$ cat config.mk
export PLATFORM = sky130hd
export DESIGN_NAME = asrx_receiver
export DESIGN_NICKNAME = d
export VERILOG_FILES = /design/src/asrx_pkg.sv /design/src/asrx_receiver.sv
export SDC_FILE = /design/constraint.sdc
export NUM_CORES = 1
export LEC_CHECK = 0
export BUFFER_PORTS_ARGS = -buffer_cell sky130_fd_sc_hd__buf_2
export CORE_MARGIN = 2
export CORE_UTILIZATION = 45
export DETAILED_ROUTE_END_ITERATION = 16
export SETUP_SLACK_MARGIN = 0.5
export SLEW_MARGIN = 20
export SYNTH_ARGS = -nofsm -noshare
export SYNTH_HDL_FRONTEND = slang
export SYNTH_SLANG_ARGS = --single-unit
$ cat constraint.sdc
create_clock -name ref_clk -period 5 [get_ports ref_clk]
set_clock_uncertainty 0.05 [all_clocks]
set_input_delay 0.75 -clock ref_clk [delete_from_list [all_inputs] [get_ports ref_clk]]
set_output_delay 0.75 -clock ref_clk [all_outputs]
set_load 0.01 [all_outputs]
$ cat src/asrx_pkg.sv
// Constants, register map and types for the asynchronous serial receiver.
package asrx_pkg;
  localparam int          ADDR_W       = 8;
  localparam logic [7:0]  OFS_CTRL     = 8'h00;
  localparam logic [7:0]  OFS_BAUD     = 8'h04;
  localparam logic [7:0]  OFS_STATUS   = 8'h08;
  localparam logic [7:0]  OFS_DATA     = 8'h0c;
  localparam logic [7:0]  OFS_IRQ_STAT = 8'h10;
  localparam logic [7:0]  OFS_IRQ_MASK = 8'h14;
  localparam logic [7:0]  OFS_IRQ_CTRL = 8'h18;
  // Control register bit positions.
  localparam int CB_PORT_ON  = 0;
  localparam int CB_SYNC     = 1;
  localparam int CB_RX_ON    = 2;
  localparam int CB_NINE     = 3;
  localparam int CB_ADDR_DET = 4;
  localparam int CB_FAST     = 5;
  localparam int CB_WIDE     = 6;
  localparam int CB_IRQ_ON   = 7;
  localparam int CB_IRQ_PRIO = 8;
  localparam int CTRL_W   = 9;
  // Interrupt control register bit positions.
  localparam int IB_GLOBAL = 0;
  localparam int IB_PERIPH = 1;
  // Status register bit positions.
  localparam int SB_NINTH = 0;
  localparam int SB_FERR  = 1;
  localparam int SB_OERR  = 2;
  localparam int SB_FULL  = 3;
  localparam int SB_BUSY  = 4;
  // Sticky event bit positions.
  localparam int EB_DONE = 0;
  localparam int EB_FERR = 1;
  localparam int EB_OERR = 2;
  localparam int EV_W    = 3;
  localparam logic [CTRL_W-1:0] CTRL_RST = 9'h000;
  localparam logic [15:0]       BAUD_RST = 16'h0000;
  localparam logic [EV_W-1:0]   MASK_RST = 3'h0;
  localparam logic [3:0]        OVS_LAST = 4'hf;
  localparam logic [3:0]        START_MID = 4'h7;
  localparam logic [3:0]        VOTE_A   = 4'hd;
  localparam logic [3:0]        VOTE_B   = 4'he;
  localparam logic [2:0]        LAST_BIT = 3'h7;
  typedef enum logic [2:0] {
    ASRX_IDLE  = 3'b000,
    ASRX_START = 3'b001,
    ASRX_DATA  = 3'b011,
    ASRX_NINTH = 3'b010,
    ASRX_STOP  = 3'b110
  } asrx_state_t;
endpackage

$ cat src/asrx_receiver.sv
// Asynchronous serial receiver with APB register access and interrupt logic.
`timescale 1ns/1ps
`default_nettype none
module asrx_receiver (
  input  wire logic                        ref_clk,      // System clock, 100 MHz.
  input  wire logic                        nrst,         // Asynchronous reset, low.
  input  wire logic                        psel,         // APB select.
  input  wire logic                        penable,      // APB enable.
  input  wire logic                        pwrite,       // APB write.
  input  wire logic [asrx_pkg::ADDR_W-1:0] paddr,        // APB byte address.
  input  wire logic [31:0]                 pwdata,       // APB write data.
  output logic      [31:0]                 prdata,       // APB read data.
  output logic                             pready,       // APB ready.
  output logic                             pslverr,      // APB error, unmapped.
  input  wire logic                        rx_pin,       // Serial receive line.
  output logic                             irq,          // Masked sticky events.
  output logic                             rx_irq_high,  // Receive irq, high level.
  output logic                             rx_irq_low    // Receive irq, low level.
);
  import asrx_pkg::*;

  logic [CTRL_W-1:0] ctrl;
  logic [15:0]       baud;
  logic [1:0]        irq_control_reg;
  logic [EV_W-1:0]   irq_stat;
  logic [EV_W-1:0]   irq_mask;
  logic [2:0]        rx_sync;
  logic              rx_s;
  logic [17:0]       tick_cnt;
  logic [17:0]       period;
  logic              sample_tick;
  asrx_state_t       rx_state;
  logic [3:0]        tcnt;
  logic [2:0]        bidx;
  logic [7:0]        shreg;
  logic              va;
  logic              vb;
  logic              maj;
  logic              ninth_rx;
  logic              done_evt;
  logic              done_ninth;
  logic              done_stop;
  logic [7:0]        done_data;
  logic [7:0]        rx_data_buffer;
  logic              rx_ninth;
  logic              rx_complete_flag;
  logic              ferr;
  logic              oerr;
  logic              rx_active;
  logic              addr_mode;
  logic              accept;
  logic              apb_fin;
  logic              apb_wr;
  logic              data_read;
  logic              stat_read;
  logic              mapped;
  logic [31:0]       next_rdata;
  logic [EV_W-1:0]   ev_set;
  logic [15:0]       div_n;
  logic [17:0]       div_p1;

  assign rx_active = ctrl[CB_PORT_ON] & ~ctrl[CB_SYNC] & ctrl[CB_RX_ON];
  assign addr_mode = ctrl[CB_NINE] & ctrl[CB_ADDR_DET];
  assign accept    = ~addr_mode | done_ninth;

  // APB: one wait state so that every answer comes from a flip-flop.
  assign apb_fin   = psel & penable & pready;
  assign apb_wr    = apb_fin & pwrite & ~pslverr;
  assign data_read = apb_fin & ~pwrite & (paddr == OFS_DATA);
  assign stat_read = apb_fin & ~pwrite & (paddr == OFS_IRQ_STAT);

  always_comb begin
    mapped     = 1'b1;
    next_rdata = 32'h0;
    case (paddr)
      OFS_CTRL:     next_rdata = {23'h0, ctrl};
      OFS_BAUD:     next_rdata = {16'h0, baud};
      OFS_STATUS:   next_rdata = {27'h0, (rx_state != ASRX_IDLE), rx_complete_flag,
                                  oerr, ferr, rx_ninth};
      OFS_DATA:     next_rdata = {24'h0, rx_data_buffer};
      OFS_IRQ_STAT: next_rdata = {29'h0, irq_stat};
      OFS_IRQ_MASK: next_rdata = {29'h0, irq_mask};
      OFS_IRQ_CTRL: next_rdata = {30'h0, irq_control_reg};
      default:      mapped = 1'b0;
    endcase
  end

  always_ff @(posedge ref_clk or negedge nrst) begin
    if (!nrst) begin
      pready  <= 1'b0;
      pslverr <= 1'b0;
      prdata  <= 32'h0;
    end else if (psel && penable && !pready) begin
      pready  <= 1'b1;
      pslverr <= ~mapped;
      prdata  <= pwrite ? 32'h0 : next_rdata;
    end else begin
      pready  <= 1'b0;
      pslverr <= 1'b0;
    end
  end

  always_ff @(posedge ref_clk or negedge nrst) begin
    if (!nrst) begin
      ctrl            <= CTRL_RST;
      baud            <= BAUD_RST;
      irq_mask        <= MASK_RST;
      irq_control_reg <= 2'h0;
    end else if (apb_wr) begin
      case (paddr)
        OFS_CTRL:     ctrl            <= pwdata[CTRL_W-1:0];
        OFS_BAUD:     baud            <= pwdata[15:0];
        OFS_IRQ_MASK: irq_mask        <= pwdata[EV_W-1:0];
        OFS_IRQ_CTRL: irq_control_reg <= pwdata[1:0];
        default: begin
        end
      endcase
    end
  end

  // Three-stage synchroniser; a level counts once stages two and three agree.
  always_ff @(posedge ref_clk or negedge nrst) begin
    if (!nrst) begin
      rx_sync <= 3'h7;
      rx_s    <= 1'b1;
    end else begin
      rx_sync <= {rx_sync[1:0], rx_pin};
      if (rx_sync[1] == rx_sync[2]) begin
        rx_s <= rx_sync[2];
      end
    end
  end

  // divisor and scaling
  // The fastest setting gives four cycles per bit per unit of divisor, which
  // cannot be split sixteen ways, so the sample tick is floored at one cycle.
  always_comb begin
    div_n  = ctrl[CB_WIDE] ? baud : {8'h0, baud[7:0]};
    div_p1 = {2'b00, div_n} + 18'h1;
    case ({ctrl[CB_WIDE], ctrl[CB_FAST]})
      2'b00:   period = {div_p1[15:0], 2'b00};
      2'b11:   period = (div_p1[17:2] == 16'h0) ? 18'h1 : {2'b00, div_p1[17:2]};
      default: period = div_p1;
    endcase
  end

  always_ff @(posedge ref_clk or negedge nrst) begin
    if (!nrst) begin
      tick_cnt    <= 18'h0;
      sample_tick <= 1'b0;
    end else if (!rx_active || tick_cnt >= period - 18'h1) begin
      tick_cnt    <= 18'h0;
      sample_tick <= rx_active;
    end else begin
      tick_cnt    <= tick_cnt + 18'h1;
      sample_tick <= 1'b0;
    end
  end

  // Three-sample vote around the bit centre rejects single-tick line noise.
  assign maj = (va & vb) | (va & rx_s) | (vb & rx_s);

  always_ff @(posedge ref_clk or negedge nrst) begin
    if (!nrst) begin
      rx_state   <= ASRX_IDLE;
      tcnt       <= 4'h0;
      bidx       <= 3'h0;
      shreg      <= 8'h0;
      va         <= 1'b1;
      vb         <= 1'b1;
      ninth_rx   <= 1'b0;
      done_evt   <= 1'b0;
      done_ninth <= 1'b0;
      done_stop  <= 1'b0;
      done_data  <= 8'h0;
    end else if (!rx_active) begin
      rx_state <= ASRX_IDLE;
      done_evt <= 1'b0;
    end else begin
      done_evt <= 1'b0;
      if (sample_tick) begin
        tcnt <= tcnt + 4'h1;
        if (tcnt == VOTE_A) begin
          va <= rx_s;
        end
        if (tcnt == VOTE_B) begin
          vb <= rx_s;
        end
        case (rx_state)
          ASRX_IDLE: begin
            tcnt <= 4'h0;
            if (!rx_s) begin
              rx_state <= ASRX_START;
            end
          end
          ASRX_START: begin
            if (tcnt == START_MID) begin
              tcnt     <= 4'h0;
              bidx     <= 3'h0;
              rx_state <= rx_s ? ASRX_IDLE : ASRX_DATA;
            end
          end
          ASRX_DATA: begin
            if (tcnt == OVS_LAST) begin
              shreg <= {maj, shreg[7:1]};
              bidx  <= bidx + 3'h1;
              if (bidx == LAST_BIT) begin
                rx_state <= ctrl[CB_NINE] ? ASRX_NINTH : ASRX_STOP;
                ninth_rx <= 1'b0;
              end
            end
          end
          ASRX_NINTH: begin
            if (tcnt == OVS_LAST) begin
              ninth_rx <= maj;
              rx_state <= ASRX_STOP;
            end
          end
          ASRX_STOP: begin
            if (tcnt == OVS_LAST) begin
              done_evt   <= 1'b1;
              done_stop  <= maj;
              done_ninth <= ninth_rx;
              done_data  <= shreg;
              rx_state   <= ASRX_IDLE;
            end
          end
          default: rx_state <= ASRX_IDLE;
        endcase
      end
    end
  end

  always_ff @(posedge ref_clk or negedge nrst) begin
    if (!nrst) begin
      rx_data_buffer   <= 8'h0;
      rx_ninth         <= 1'b0;
      rx_complete_flag <= 1'b0;
    end else if (done_evt && accept && (!rx_complete_flag || data_read)) begin
      rx_data_buffer   <= done_data;
      rx_ninth         <= done_ninth;
      rx_complete_flag <= 1'b1;
    end else if (data_read) begin
      rx_complete_flag <= 1'b0;
    end
  end

  always_ff @(posedge ref_clk or negedge nrst) begin
    if (!nrst) begin
      ferr <= 1'b0;
      oerr <= 1'b0;
    end else if (!ctrl[CB_RX_ON]) begin
      ferr <= 1'b0;
      oerr <= 1'b0;
    end else if (done_evt && accept) begin
      if (!rx_complete_flag || data_read) begin
        ferr <= ~done_stop;
      end else begin
        oerr <= 1'b1;
      end
    end
  end

  assign ev_set[EB_DONE] = done_evt & accept & (~rx_complete_flag | data_read);
  assign ev_set[EB_FERR] = ev_set[EB_DONE] & ~done_stop;
  assign ev_set[EB_OERR] = done_evt & accept & rx_complete_flag & ~data_read;

  // Read of the event register clears only what was returned; new events win.
  always_ff @(posedge ref_clk or negedge nrst) begin
    if (!nrst) begin
      irq_stat <= 3'h0;
    end else if (stat_read) begin
      irq_stat <= (irq_stat & ~prdata[EV_W-1:0]) | ev_set;
    end else begin
      irq_stat <= irq_stat | ev_set;
    end
  end

  always_ff @(posedge ref_clk or negedge nrst) begin
    if (!nrst) begin
      irq         <= 1'b0;
      rx_irq_high <= 1'b0;
      rx_irq_low  <= 1'b0;
    end else begin
      irq         <= |(irq_stat & irq_mask);
      rx_irq_high <= rx_complete_flag & ctrl[CB_IRQ_ON] & irq_control_reg[IB_GLOBAL]
                     & irq_control_reg[IB_PERIPH] & ctrl[CB_IRQ_PRIO];
      rx_irq_low  <= rx_complete_flag & ctrl[CB_IRQ_ON] & irq_control_reg[IB_GLOBAL]
                     & irq_control_reg[IB_PERIPH] & ~ctrl[CB_IRQ_PRIO];
    end
  end
endmodule
`default_nettype wire

# --- Yosys cells after proc, flatten, opt, wreduce, memory -nomap -nowiden ---
# Cells that the tools add are included.
totals:
  regBits: 137
  inputBits: 46
  out_inout_bits: 37
  wordCells: 185
classes:
  add_sub_neg: 5
  order_cmp: 1
  n_eq_ne: 31
  mux: 43
  bitwise: 41
  reduce_logical: 33
op_table:
  columns: ["op", "count"]
  rows:
  - ["$pmux 16 s7", 1]
  - ["$mux 3", 12]
  - ["$pmux 18 s2", 1]
  - ["$mux 32", 1]
  - ["$eq 8x5->1 const B", 3]
  - ["$and 1x1->1", 23]
  - ["$mux 1", 19]
  - ["$add 18x1->18 const B", 1]
  - ["$ge 18x18->1", 1]
  - ["$mux 18", 1]
  - ["$ne 3x3->1 const B", 6]
  - ["$sub 18x1->18 const B", 1]
  - ["$add 16x1->17 const B", 1]
  - ["$eq 8x4->1 const B", 2]
  - ["$logic_not 16->1", 1]
  - ["$mux 16", 1]
  - ["$mux 15", 1]
  - ["$pmux 3 s5", 1]
  - ["$reduce_and 2->1", 7]
  - ["$eq 4x4->1 const B", 3]
  - ["$ne 2x2->1 const B", 6]
  - ["$not 1->1", 9]
  - ["$eq 8x3->1 const B", 1]
  - ["$logic_not 8->1", 1]
  - ["32 further kinds", 50]

# --- Depth between registers and ports, before layout ---
# Gate-level depths: netlist (run 1).
depth:
  depth_word: 9
  mapped_depth: 24
  ltp_nobuf: 22

# --- Worst setup path before layout (run 1) ---
# OpenSTA, ideal clock, no wires.
synth_path:
  path_type: "register to register"
  startpoint: "register ctrl[6]"
  endpoint: "register tick_cnt[10]"
  setup_time_ns: 0.078
  t_arrival_ns: 4.501
  t_required_ns: 4.872
  slack_ns: 0.372
  path_stages_with_launch: 23
  path_buffers: 5
  period_less_slack_ns: 4.628
  path_cell_list: "dfrtp_1 buf_2 clkbuf_1 inv_1 ha_1 clkbuf_1 clkbuf_1 nand2_1 o211ai_1 a41oi_1 o21ai_2 nor3_1 xor2_1 ha_1 a21o_1 a21oi_1 nor2b_1 o21ai_0 nand2b_1 a221oi_1 nand3_1 clkbuf_1 a21oi_1"
synth_between:
  elab_chain_cells: 9
  word_cells_on_any_way: 11
  cone_classes: "add/sub: 2; order compare: 1; eq/ne: 1; mux: 4; reduce/logical: 3"
synth_rtl:
  columns: ["item", "line", "text"]
  rows:
  - ["start: declaration", "asrx_receiver.sv:22", "logic [CTRL_W-1:0] ctrl;"]
  - ["start signal: assignment", "asrx_receiver.sv:111", "OFS_CTRL: ctrl <= pwdata[CTRL_W-1:0];"]
  - ["$mux 16", "asrx_receiver.sv:138", "div_n = ctrl[CB_WIDE] ? baud : {8'h0, baud[7:0]};"]
  - ["$add 16x1->17", "asrx_receiver.sv:139", "div_p1 = {2'b00, div_n} + 18'h1;"]
  - ["$logic_not 16->1", "asrx_receiver.sv:142", "2'b11: period = (div_p1[17:2] == 16'h0) ? 18'h1 : {2'b00, div_p1[17:2]};"]
  - ["$mux 15", "asrx_receiver.sv:142", null]
  - ["$pmux 18 s2 *", "asrx_receiver.sv:140", "case ({ctrl[CB_WIDE], ctrl[CB_FAST]})"]
  - ["$sub 18x1->18 *", "asrx_receiver.sv:151", "end else if (!rx_active || tick_cnt >= period - 18'h1) begin"]
  - ["$ge 18x18->1 *", "asrx_receiver.sv:151", null]
  - ["$logic_or 1x1->1 *", "asrx_receiver.sv:151", null]
  - ["$mux 18 *", "asrx_receiver.sv:151", null]
  - ["end signal: assignment", "asrx_receiver.sv:155", "tick_cnt <= tick_cnt + 18'h1;"]
  - ["end: declaration", "asrx_receiver.sv:29", "logic [17:0] tick_cnt;"]
# Every way passes the cells marked *; elsewhere a longest branch is shown, timed or not.
# A chain may end at the register's enable or synchronous reset.

# --- Final worst setup path (run 1) ---
layout_path:
  startpoint: "register baud[1]"
  endpoint: "register tick_cnt[12]"
layout_between:
  elab_chain_cells: 9
layout_rtl:
  columns: ["item", "line", "text"]
  rows:
  - ["start: declaration", "asrx_receiver.sv:23", "logic [15:0] baud;"]
  - ["start signal: assignment", "asrx_receiver.sv:112", "OFS_BAUD: baud <= pwdata[15:0];"]
  - ["$mux 16 *", "asrx_receiver.sv:138", null]
  - ["$add 16x1->17 *", "asrx_receiver.sv:139", null]
  - ["$logic_not 16->1", "asrx_receiver.sv:142", null]
  - ["$mux 15", "asrx_receiver.sv:142", null]
  - ["$pmux 18 s2 *", "asrx_receiver.sv:140", null]
  - ["$sub 18x1->18 *", "asrx_receiver.sv:151", null]
  - ["$ge 18x18->1 *", "asrx_receiver.sv:151", null]
  - ["$logic_or 1x1->1 *", "asrx_receiver.sv:151", null]
  - ["$mux 18 *", "asrx_receiver.sv:151", null]
# Marks and branches as above.

==> flow_summary_export.csv, run 1 <==
group,metric,value,unit
run_status,status,"complete, no violations",
critical_path,max_stage_delay,0.41,ns
sta,hold_viol_final,0,
synth,syn_avg_cell_area,9.99,um2
clocking,clk_latency,0.43,ns
synth,synth-seq-area-share,0.409,
clocking,path_clk_slew,0.06,ns
global_route,grt_pass1_vias,5908,
critical_path,reg2reg_from,"baud[1]",
floorplanning,die_w,132,um
detailed_routing,vias,6055,
floorplanning,fp-row-count,46,
synth,yosysMostFrequentCell,"dfrtp_1",
detailed_routing,drt_iter0_drc,421,
critical_path,reg2reg_to,"tick_cnt[12]",
synth,ys.flop_type,"dfrtp_1",
placement,portBuffers,50,
global_route,met1_usage,0.274,
critical_path,cp_data_required_time,5.30,ns
sta,fin_tns_setup,0,ns
min_path,hold_class,"primary input to asynchronous set/reset pin",
critical_path,cp_cell_sequence,"buf_6 > and4_4 > a21oi_1 > nor4_1 > buf_4 > and4bb_2 > nand3_2 > nor2_4 > o211ai_1 > o21a_1 > ha_4 > and3_4 > and2_4 > a22oi_2 > a21oi_2 > ha_1 > a41oi_2 > o21ai_2 > a221oi_4 > nand3_4 > buf_6 > a21oi_1",
clocking,cts_buffers,17,
finish,layout.nets,902,
pwr,ir_drop,0.278,mV
floorplanning,io_pins,83,
clocking,htreeDepth,4,
clocking,clock-sinks,121,
sta,relSlewSlack,0.262,
detailed_routing,drc,0,
sta,drv_slew,0,
detailed_routing,antenna_left,0,
finish,antenna_cells,0,
synth,yosysTopAreaCell,"dfrtp_1",
critical_path,reg2reg_depth,22,
sta,rsz0062_at_grt,"true",
clocking,clk_path_buf_depth,2,
synth,ys_warn_count,0,
global_route,grt_max_degree,51,
sta,setup_violations,0,
detailed_routing,via_per_inst,5.73,
critical_path,worst-setup-path-type,"flop to flop",
synth,synth_common_cells,"dfrtp_1 (115), nand2_1 (69), mux2_2 (58)",
finish,syn_to_final_growth,23.8,%
sta,fmaxAchievable,227,MHz
synth,synth_enable_flop_cells,0,
sta,min_period,4.41,ns
global_route,overflow,0,
global_route,grt_busiest_layer,"met2",
global_route,use_met3,0.0461,
critical_path,end_kind,"flop",
run,maxCapViolCount,0,
synth,synth.top_cells.by_area,"dfrtp_1 (39%), mux2_2 (8.8%), ha_1 (4.7%), nand2_1 (3.5%), xnor2_1 (2.5%)",
synth,netlist_instances,743,
synth,async_flop_share,1.00,
detailed_routing,wl,18.6,mm
sta,worst_pin_slew,1.10,ns
global_route,grt_use_met2,0.353,
detailed_routing,avgRoutedWirePerCell,17.6,um
detailed_routing,first_pass_iters,5,
pwr,p_per_area,258,nW/um2
sta,fin_crit_sh,0.882,
placement,gp_congestion,0.845,
floorplanning,die_y,132,um
floorplanning,die_area,17500,um2
critical_path,critPathArrivalTime,4.71,ns
floorplanning,initial_core_util,0.464,
critical_path,slowest_stage,"dfrtp_1",
finish,stdcell_count,1057,
placement,placed_cells,999,
finish,largest_reg_flops,18,
critical_path,start_kind,"flop",
synth,syn-cell-area,7420,um2
pwr,p_leak,4.07,nW
critical_path,crit_fanout,6,
critical_path,r2r_slack,0.59,ns
synth,synth_top_cell_area_share,0.388,
finish,drive_above_1_share,0.352,
global_route,grt_usage,0.212,
finish,top_register,"tick_cnt",
finish,reg.largest.list,"tick_cnt (18), baud (16), prdata (16)",
clocking,cts_hold_buffers,0,
global_route,grt_pass1_wl,29.9,mm
pwr,total_power,2.37,mW
floorplanning,core,16000,um2
synth,synth_cell_types,77,
synth,ys_ff_latch,121,
clocking,cts_tree,"built",
clocking,cts_root_buf,"clkbuf_16",
global_route,antenna_found_initial,0,
placement,dp_hpwl,13.0,mm
power by group:
group	internal (mW)	leakage [nW]	switching [mW]
registers	0.985	1.63	0.00317
clock network	0.810	0.302	0.494
logic	0.0247	2.14	0.0555
total	1.82	4.07	0.553
per-layer routing:
metal	part of all wire	up-vias	wire length, um
li1	-	2862	-
met1	0.46	3031	8490
met2	0.49	130	9160
met3	0.036	32	667
met4	0.017	0	312
met5	0	-	0
worst max path at each step:
stage	slack, ns	start	endpoint
2_1_floorplan	0.51	ctrl[6]	tick_cnt[10]
3_3_place_gp	0.16	baud[8]	tick_cnt[1]
3_5_place_dp	0.04	baud[8]	tick_cnt[1]
4_1_cts	0.50	baud[1]	tick_cnt[1]
5_1_grt	0.37	baud[1]	tick_cnt[7]
6_report	0.59	baud[1]	tick_cnt[12]
cell type report:
| cell class | instances | area (um2) |
|---|---|---|
| Clock buffer | 18 | 439 |
| Clock inverter | 14 | 185 |
| Fill cell | 1427 | 6810 |
| Inverter | 19 | 75.1 |
| Multi-Input combinational cell | 563 | 4460 |
| Sequential cell | 121 | 3040 |
| Tap cell | 216 | 270 |
| Timing Repair Buffer | 106 | 713 |
what timing repair did:
| item | 4_1_cts | 5_1_grt |
|---|---|---|
| setup buffers | 7 | 16 |
| gates resized for setup | 31 | 74 |
| endpoints found under the setup margin | 19 | 19 |
| cloned | 0 | 3 |
| pin swaps | 4 | 27 |
layout by cell type (no fill, tap or decap), types with 8 or more instances in the layout:
cell type	instances
buf_2	50
nor3_1	13
and3_1	9
nand4_1	14
mux2_2	58
a21oi_2	8
a21oi_1	27
mux2i_1	12
inv_1	17
xor2_1	12
conb_1	16
buf_6	8
a22o_1	11
and2_1	8
xnor2_1	20
dfrtp_1	108
ha_1	23
clkbuf_16	17
buf_4	47
nand2_1	68
nand2b_1	15
nand3_1	22
nor2_1	40
o21ai_0	32
worst max-delay path: cells and delay by family (launching register included):
family / cells / cell delay [ns]
and+or+nand+nor: 8 / 1.45
AOI/OAI and AO/OA: 9 / 1.40
adders and majority gates: 2 / 0.53
buffers and inverters: 3 / 0.47
DFF: 1 / 0.41
through the flow:
step / hold slack (ns) / cell area [um2] / setup slack [ns] / utilization
2_1_floorplan: 0.295 / 7490 / 0.512 / -
3_3_place_gp: 0.296 / 7920 / 0.162 / 0.495
3_5_place_dp: 0.298 / 7920 / 0.0381 / 0.495
4_1_cts: 0.307 / 8710 / 0.504 / 0.544
5_1_grt: 0.314 / 9190 / 0.365 / 0.574
6_report: 0.304 / 9190 / 0.588 / 0.574
cells by family after synthesis:
logic type	share of synthesized area
and+or+nand+nor	0.196
AOI/OAI and AO/OA	0.139
DFF	0.409
muxes	0.114
buffers and inverters	0.0509
xor gates and xnor gates	0.0401
adders and majority gates	0.0499
other	0.000505
(Power assumes the default switching activity.)
==> run 2: changes to the inputs <==
- CTS_BUF_LIST: unset -> sky130_fd_sc_hd__clkbuf_4
==> flow_summary_export.csv, run 2 (synthesized netlist as in run 1, its figures left out) <==
group,metric,value,unit
global_route,overflow,0,
clocking,clk_path_buf_depth,2,
clocking,cts_tree,"built",
critical_path,crit_fanout,6,
finish,drive_above_1_share,0.357,
finish,syn_to_final_growth,19.6,%
critical_path,end_kind,"flop",
placement,portBuffers,50,
clocking,path_clk_slew,0.13,ns
pwr,pwr-share-clk,0.424,
sta,fin_crit_sh,0.896,
critical_path,cp_data_required_time,5.43,ns
floorplanning,die_area,17500,um2
floorplanning,io_pins,83,
finish,final_common_cell,"dfrtp_1",
run,maxCapViolCount,0,
pwr,seqPwrFrac,0.533,
pwr,combinationalPowerShare,0.043,
clocking,htreeDepth,4,
detailed_routing,via_per_inst,5.78,
critical_path,worst-setup-path-type,"flop to flop",
sta,fin_ws,0.519,ns
pwr,ir_drop,0.213,mV
clocking,cts_hold_buffers,0,
pwr,netSwitchingPower,0.486,mW
pwr,total_power,1.85,mW
floorplanning,initial_core_util,0.464,
critical_path,critPathArrivalTime,4.91,ns
sta,relSlewSlack,0.269,
placement,dp_slack,0.0381,ns
run_status,status,"complete, no violations",
global_route,grt_pass1_wl,29.8,mm
finish,largest_reg_flops,18,
detailed_routing,vias,6106,
finish,layout.nets,899,
finish,reg.largest.list,"tick_cnt (18), baud (16), prdata (16)",
floorplanning,core,16000,um2
sta,fmaxAchievable,223,MHz
detailed_routing,drc,0,
global_route,grt_usage,0.210,
placement,dp_hpwl,13.0,mm
min_path,hold_class,"primary input to asynchronous set/reset pin",
floorplanning,die_y,132,um
sta,rsz0062_at_grt,"true",
sta,fin_tns_setup,0,ns
finish,fill_cells,1470,
detailed_routing,antenna_left,0,
sta,setup_violations,0,
finish,utilization,0.555,
pwr,p_leak,3.94,nW
detailed_routing,drt_iter0_drc,361,
finish,top_register,"tick_cnt",
pwr,internal_power,1.37,mW
detailed_routing,first_pass_iters,5,
sta,hold_viol_final,0,
sta,fin_hold_ws,0.162,ns
detailed_routing,wl,18.5,mm
sta,drv_slew,0,
floorplanning,die_w,132,um
global_route,grt_pass1_vias,5937,
sta,min_period,4.48,ns
global_route,antenna_found_initial,1,
critical_path,start_kind,"flop",
floorplanning,fp-row-count,46,
pwr,switching_share,0.263,
clocking,cts_buffers,17,
placement,gp_congestion,0.845,
detailed_routing,avgRoutedWirePerCell,17.5,um
pwr,p_per_area,209,nW/um2
clocking,clk_latency,0.55,ns
finish,layout_common_cells,"dfrtp_1 (108), nand2_1 (68), mux2_2 (58)",
clocking,cts_root_buf,"clkbuf_4",
global_route,grt_max_degree,51,
sta,worst_pin_slew,1.09,ns
clocking,clock-sinks,121,
[run 2: metal layers]
layer | wire, um | GRT usage | share of wire | up-vias
li1 | - | - | - | 2864
met2 | 8980 | 0.346 | 0.49 | 169
met4 | 386 | 0.0735 | 0.021 | 0
met5 | 0 | 0 | 0 | -
met1 | 8300 | 0.274 | 0.45 | 3034
met3 | 793 | 0.0465 | 0.043 | 39
[run 2: worst max-delay path, stage by stage (launching register included)]
cell and delay (ns):
dfrtp_1 0.44, ha_4 0.22, inv_2 0.09, nor4_4 0.38
mux2i_2 0.16, nor4b_4 0.29, nand3_2 0.14, nor2_4 0.13
o211ai_1 0.11, o21a_1 0.18, ha_4 0.19, buf_6 0.12
xor2_2 0.16, ha_1 0.30, o21a_1 0.12, o21a_1 0.16
o21a_1 0.16, o21a_1 0.18, o311ai_2 0.24, buf_4 0.18
nand3_4 0.11, buf_4 0.18, a21oi_1 0.11
[run 2: path summary, 6_finish.rpt]
kind	start	endpoint	slack (ns)	cells past startpoint
worst max register to register	baud[1]	tick_cnt[6]	0.52	22
max in group asynchronous	nrst	baud[4]	3.66	2
worst min register to register	rx_sync[0]	rx_sync[1]	0.32	0
min in group ref_clk	rx_pin	rx_sync[0]	0.24	1
worst min-delay path	nrst	prdata[13]	0.16	1
worst max-delay path	baud[1]	tick_cnt[6]	0.52	22
[run 2: through the flow]
| stage | cell area (um2) | cells |
|---|---|---|
| CTS | 8410 | 1039 |
| detailed placement | 7920 | 999 |
| global placement | 7920 | 999 |
| global route | 8880 | 1056 |
| floorplan | 7490 | 758 |
| finish | 8880 | 1056 |
[run 2: area by class of cell]
class,instances,area [um2],share of cell area
timing repair buffer,103,686,0.0772
inverter,19,75.1,0.00846
multi-input combinational,563,4480,0.505
clock buffer,17,128,0.0144
tap,216,270,0.0304
sequential,121,3040,0.343
clock inverter,15,189,0.0213
antenna,2,5.00,0.000564
[run 2: power by group through the flow]
stage / combinational (mW) / clock [mW] / sequential, mW
2_1_floorplan: 0.0421 / 0 / 1.01
3_3_place_gp: 0.0759 / 0 / 1.01
3_5_place_dp: 0.0779 / 0 / 1.01
4_1_cts: 0.0787 / 0.808 / 0.987
5_1_grt: 0.0893 / 0.857 / 0.988
6_report: 0.0798 / 0.786 / 0.987
[run 2: what timing repair did]
item,4_1_cts,5_1_grt
pin swaps,5,19
gates cloned,0,3
buffers inserted,8,12
gates resized for setup,32,74
endpoints found under the setup margin,19,19
==> run 3: changes to the inputs <==
- RECOVER_POWER: unset -> 25
==> flow_summary_export.csv, run 3 (synthesized netlist as in run 1, its figures left out) <==
group,metric,value,unit
pwr,pwr-share-clk,0.424,
finish,final_common_cell,"dfrtp_1",
critical_path,end_kind,"flop",
pwr,ir_drop,0.213,mV
finish,final_area,8870,um2
finish,stdcell_count,1056,
sta,hold_viol_final,0,
run_status,violations,"max-capacitance violations, max-slew violations",
detailed_routing,drc,0,
finish,largest_reg_flops,18,
floorplanning,fp-row-count,46,
clocking,clk_latency,0.55,ns
critical_path,critPathArrivalTime,4.91,ns
detailed_routing,first_pass_iters,5,
sta,fin_ws,0.518,ns
clocking,htreeDepth,4,
sta,fin_crit_sh,0.896,
detailed_routing,avgRoutedWirePerCell,17.5,um
floorplanning,die_w,132,um
finish,top_register,"tick_cnt",
critical_path,start_kind,"flop",
sta,fmaxAchievable,223,MHz
global_route,grt_max_degree,51,
pwr,p_leak,3.94,nW
sta,min_period,4.48,ns
min_path,hold_class,"primary input to flop",
pwr,combinationalPowerShare,0.043,
finish,layout_common_cells,"dfrtp_1 (108), nand2_1 (68), mux2_2 (58)",
placement,portBuffers,50,
clocking,clock-sinks,121,
clocking,clk_path_buf_depth,2,
placement,gp_congestion,0.845,
critical_path,crit_fanout,6,
placement,placed_cells,999,
floorplanning,io_pins,83,
global_route,antenna_found_initial,1,
finish,reg.largest.list,"tick_cnt (18), baud (16), prdata (16)",
floorplanning,die_y,132,um
sta,drv_slew,51,
clocking,cts_tree,"built",
floorplanning,die_area,17500,um2
global_route,grt_pass1_wl,29.8,mm
clocking,cts_root_buf,"clkbuf_4",
run_status,status,"finished with violations",
global_route,grt_usage,0.210,
sta,setup_violations,0,
detailed_routing,vias,6110,
finish,drive_above_1_share,0.352,
sta,rsz0062_at_grt,"true",
finish,syn_to_final_growth,19.5,%
pwr,p_per_area,209,nW/um2
detailed_routing,drt_iter0_drc,362,
critical_path,worst-setup-path-type,"flop to flop",
clocking,cts_buffers,17,
floorplanning,initial_core_util,0.464,
global_route,overflow,0,
detailed_routing,via_per_inst,5.79,
sta,relSlewSlack,-0.849,
finish,fill_cells,1474,
run,maxCapViolCount,1,
pwr,netSwitchingPower,0.486,mW
pwr,seqPwrFrac,0.533,
placement,placedInstanceArea,7920,um2
detailed_routing,wl,18.4,mm
sta,worst_pin_slew,2.77,ns
floorplanning,core,16000,um2
sta,fin_hold_ws,0.235,ns
sta,fin_tns_setup,0,ns
detailed_routing,antenna_left,0,
placement,dp_hpwl,13.0,mm
global_route,grt_pass1_vias,5937,
finish,layout.nets,899,
critical_path,cp_data_required_time,5.43,ns
clocking,cts_hold_buffers,0,
placement,dp_slack,0.0381,ns
pwr,internal_power,1.36,mW
clocking,path_clk_slew,0.12,ns
pwr,switching_share,0.263,
[run 3: power by group through the flow]
stage          logic (mW)  clock network [mW]  registers (mW)
2_1_floorplan      0.0421                   0            1.01
3_3_place_gp       0.0759                   0            1.01
3_5_place_dp       0.0779                   0            1.01
4_1_cts            0.0787               0.808           0.987
5_1_grt            0.0887               0.857           0.988
6_report           0.0791               0.786           0.987
[run 3: worst paths after layout]
kind | slack [ns] | to | depth (start not counted) | start
max in group asynchronous | 1.43 | ctrl[6] | 2 | nrst
worst max-delay path | 0.52 | tick_cnt[6] | 22 | baud[1]
worst min register to register | 0.32 | rx_sync[1] | 0 | rx_sync[0]
worst max register to register | 0.52 | tick_cnt[6] | 22 | baud[1]
worst min-delay path | 0.24 | rx_sync[0] | 1 | rx_pin
min in group asynchronous | 1.01 | prdata[13] | 1 | nrst
[run 3: metrics by stage]
step	util	power, mW
final	0.554	1.85
after global placement	0.495	1.08
after CTS	0.526	1.87
after global routing	0.554	1.93
after detailed placement	0.495	1.08
after floorplan	-	1.05
[run 3: what timing repair did]
action                     in CTS  in global routing
resized for setup              32                 74
gates cloned                    0                  3
setup endpoints to repair      19                 19
pin swaps                       5                 19
buffers inserted                8                 12
hold endpoints to repair        0                  0
[run 3: final cells by class]
class                   count  area [um2]  share of cell area
multi-input cells         563        4480               0.505
flip-flops and latches    121        3040               0.343
repair buffers            103         678              0.0765
well taps                 216         270              0.0305
clock inverters            15         189              0.0213
clock buffers              17         128              0.0144
inverters                  19        75.1             0.00847
diodes                      2        5.00            0.000564
[run 3: metal layers]
metal | wire length (um) | global-route usage | vias to the layer above | share of wire
met4 | 388 | 0.0735 | 0 | 0.021
li1 | - | - | 2864 | -
met2 | 9000 | 0.346 | 160 | 0.49
met3 | 774 | 0.0465 | 37 | 0.042
met5 | 0 | 0 | - | 0
met1 | 8270 | 0.274 | 3049 | 0.45
[run 3: worst max-delay path: stages, from the launching register on]
cell and delay (ns):
dfrtp_1 0.44, ha_4 0.22, inv_2 0.09, nor4_4 0.38, mux2i_2 0.16, nor4b_4 0.29
nand3_2 0.14, nor2_4 0.13, o211ai_1 0.11, o21a_1 0.18, ha_4 0.19, buf_6 0.12
xor2_2 0.16, ha_1 0.30, o21a_1 0.12, o21a_1 0.16, o21a_1 0.16, o21a_1 0.18
o311ai_2 0.24, buf_4 0.18, nand3_4 0.11, buf_4 0.18, a21oi_1 0.11
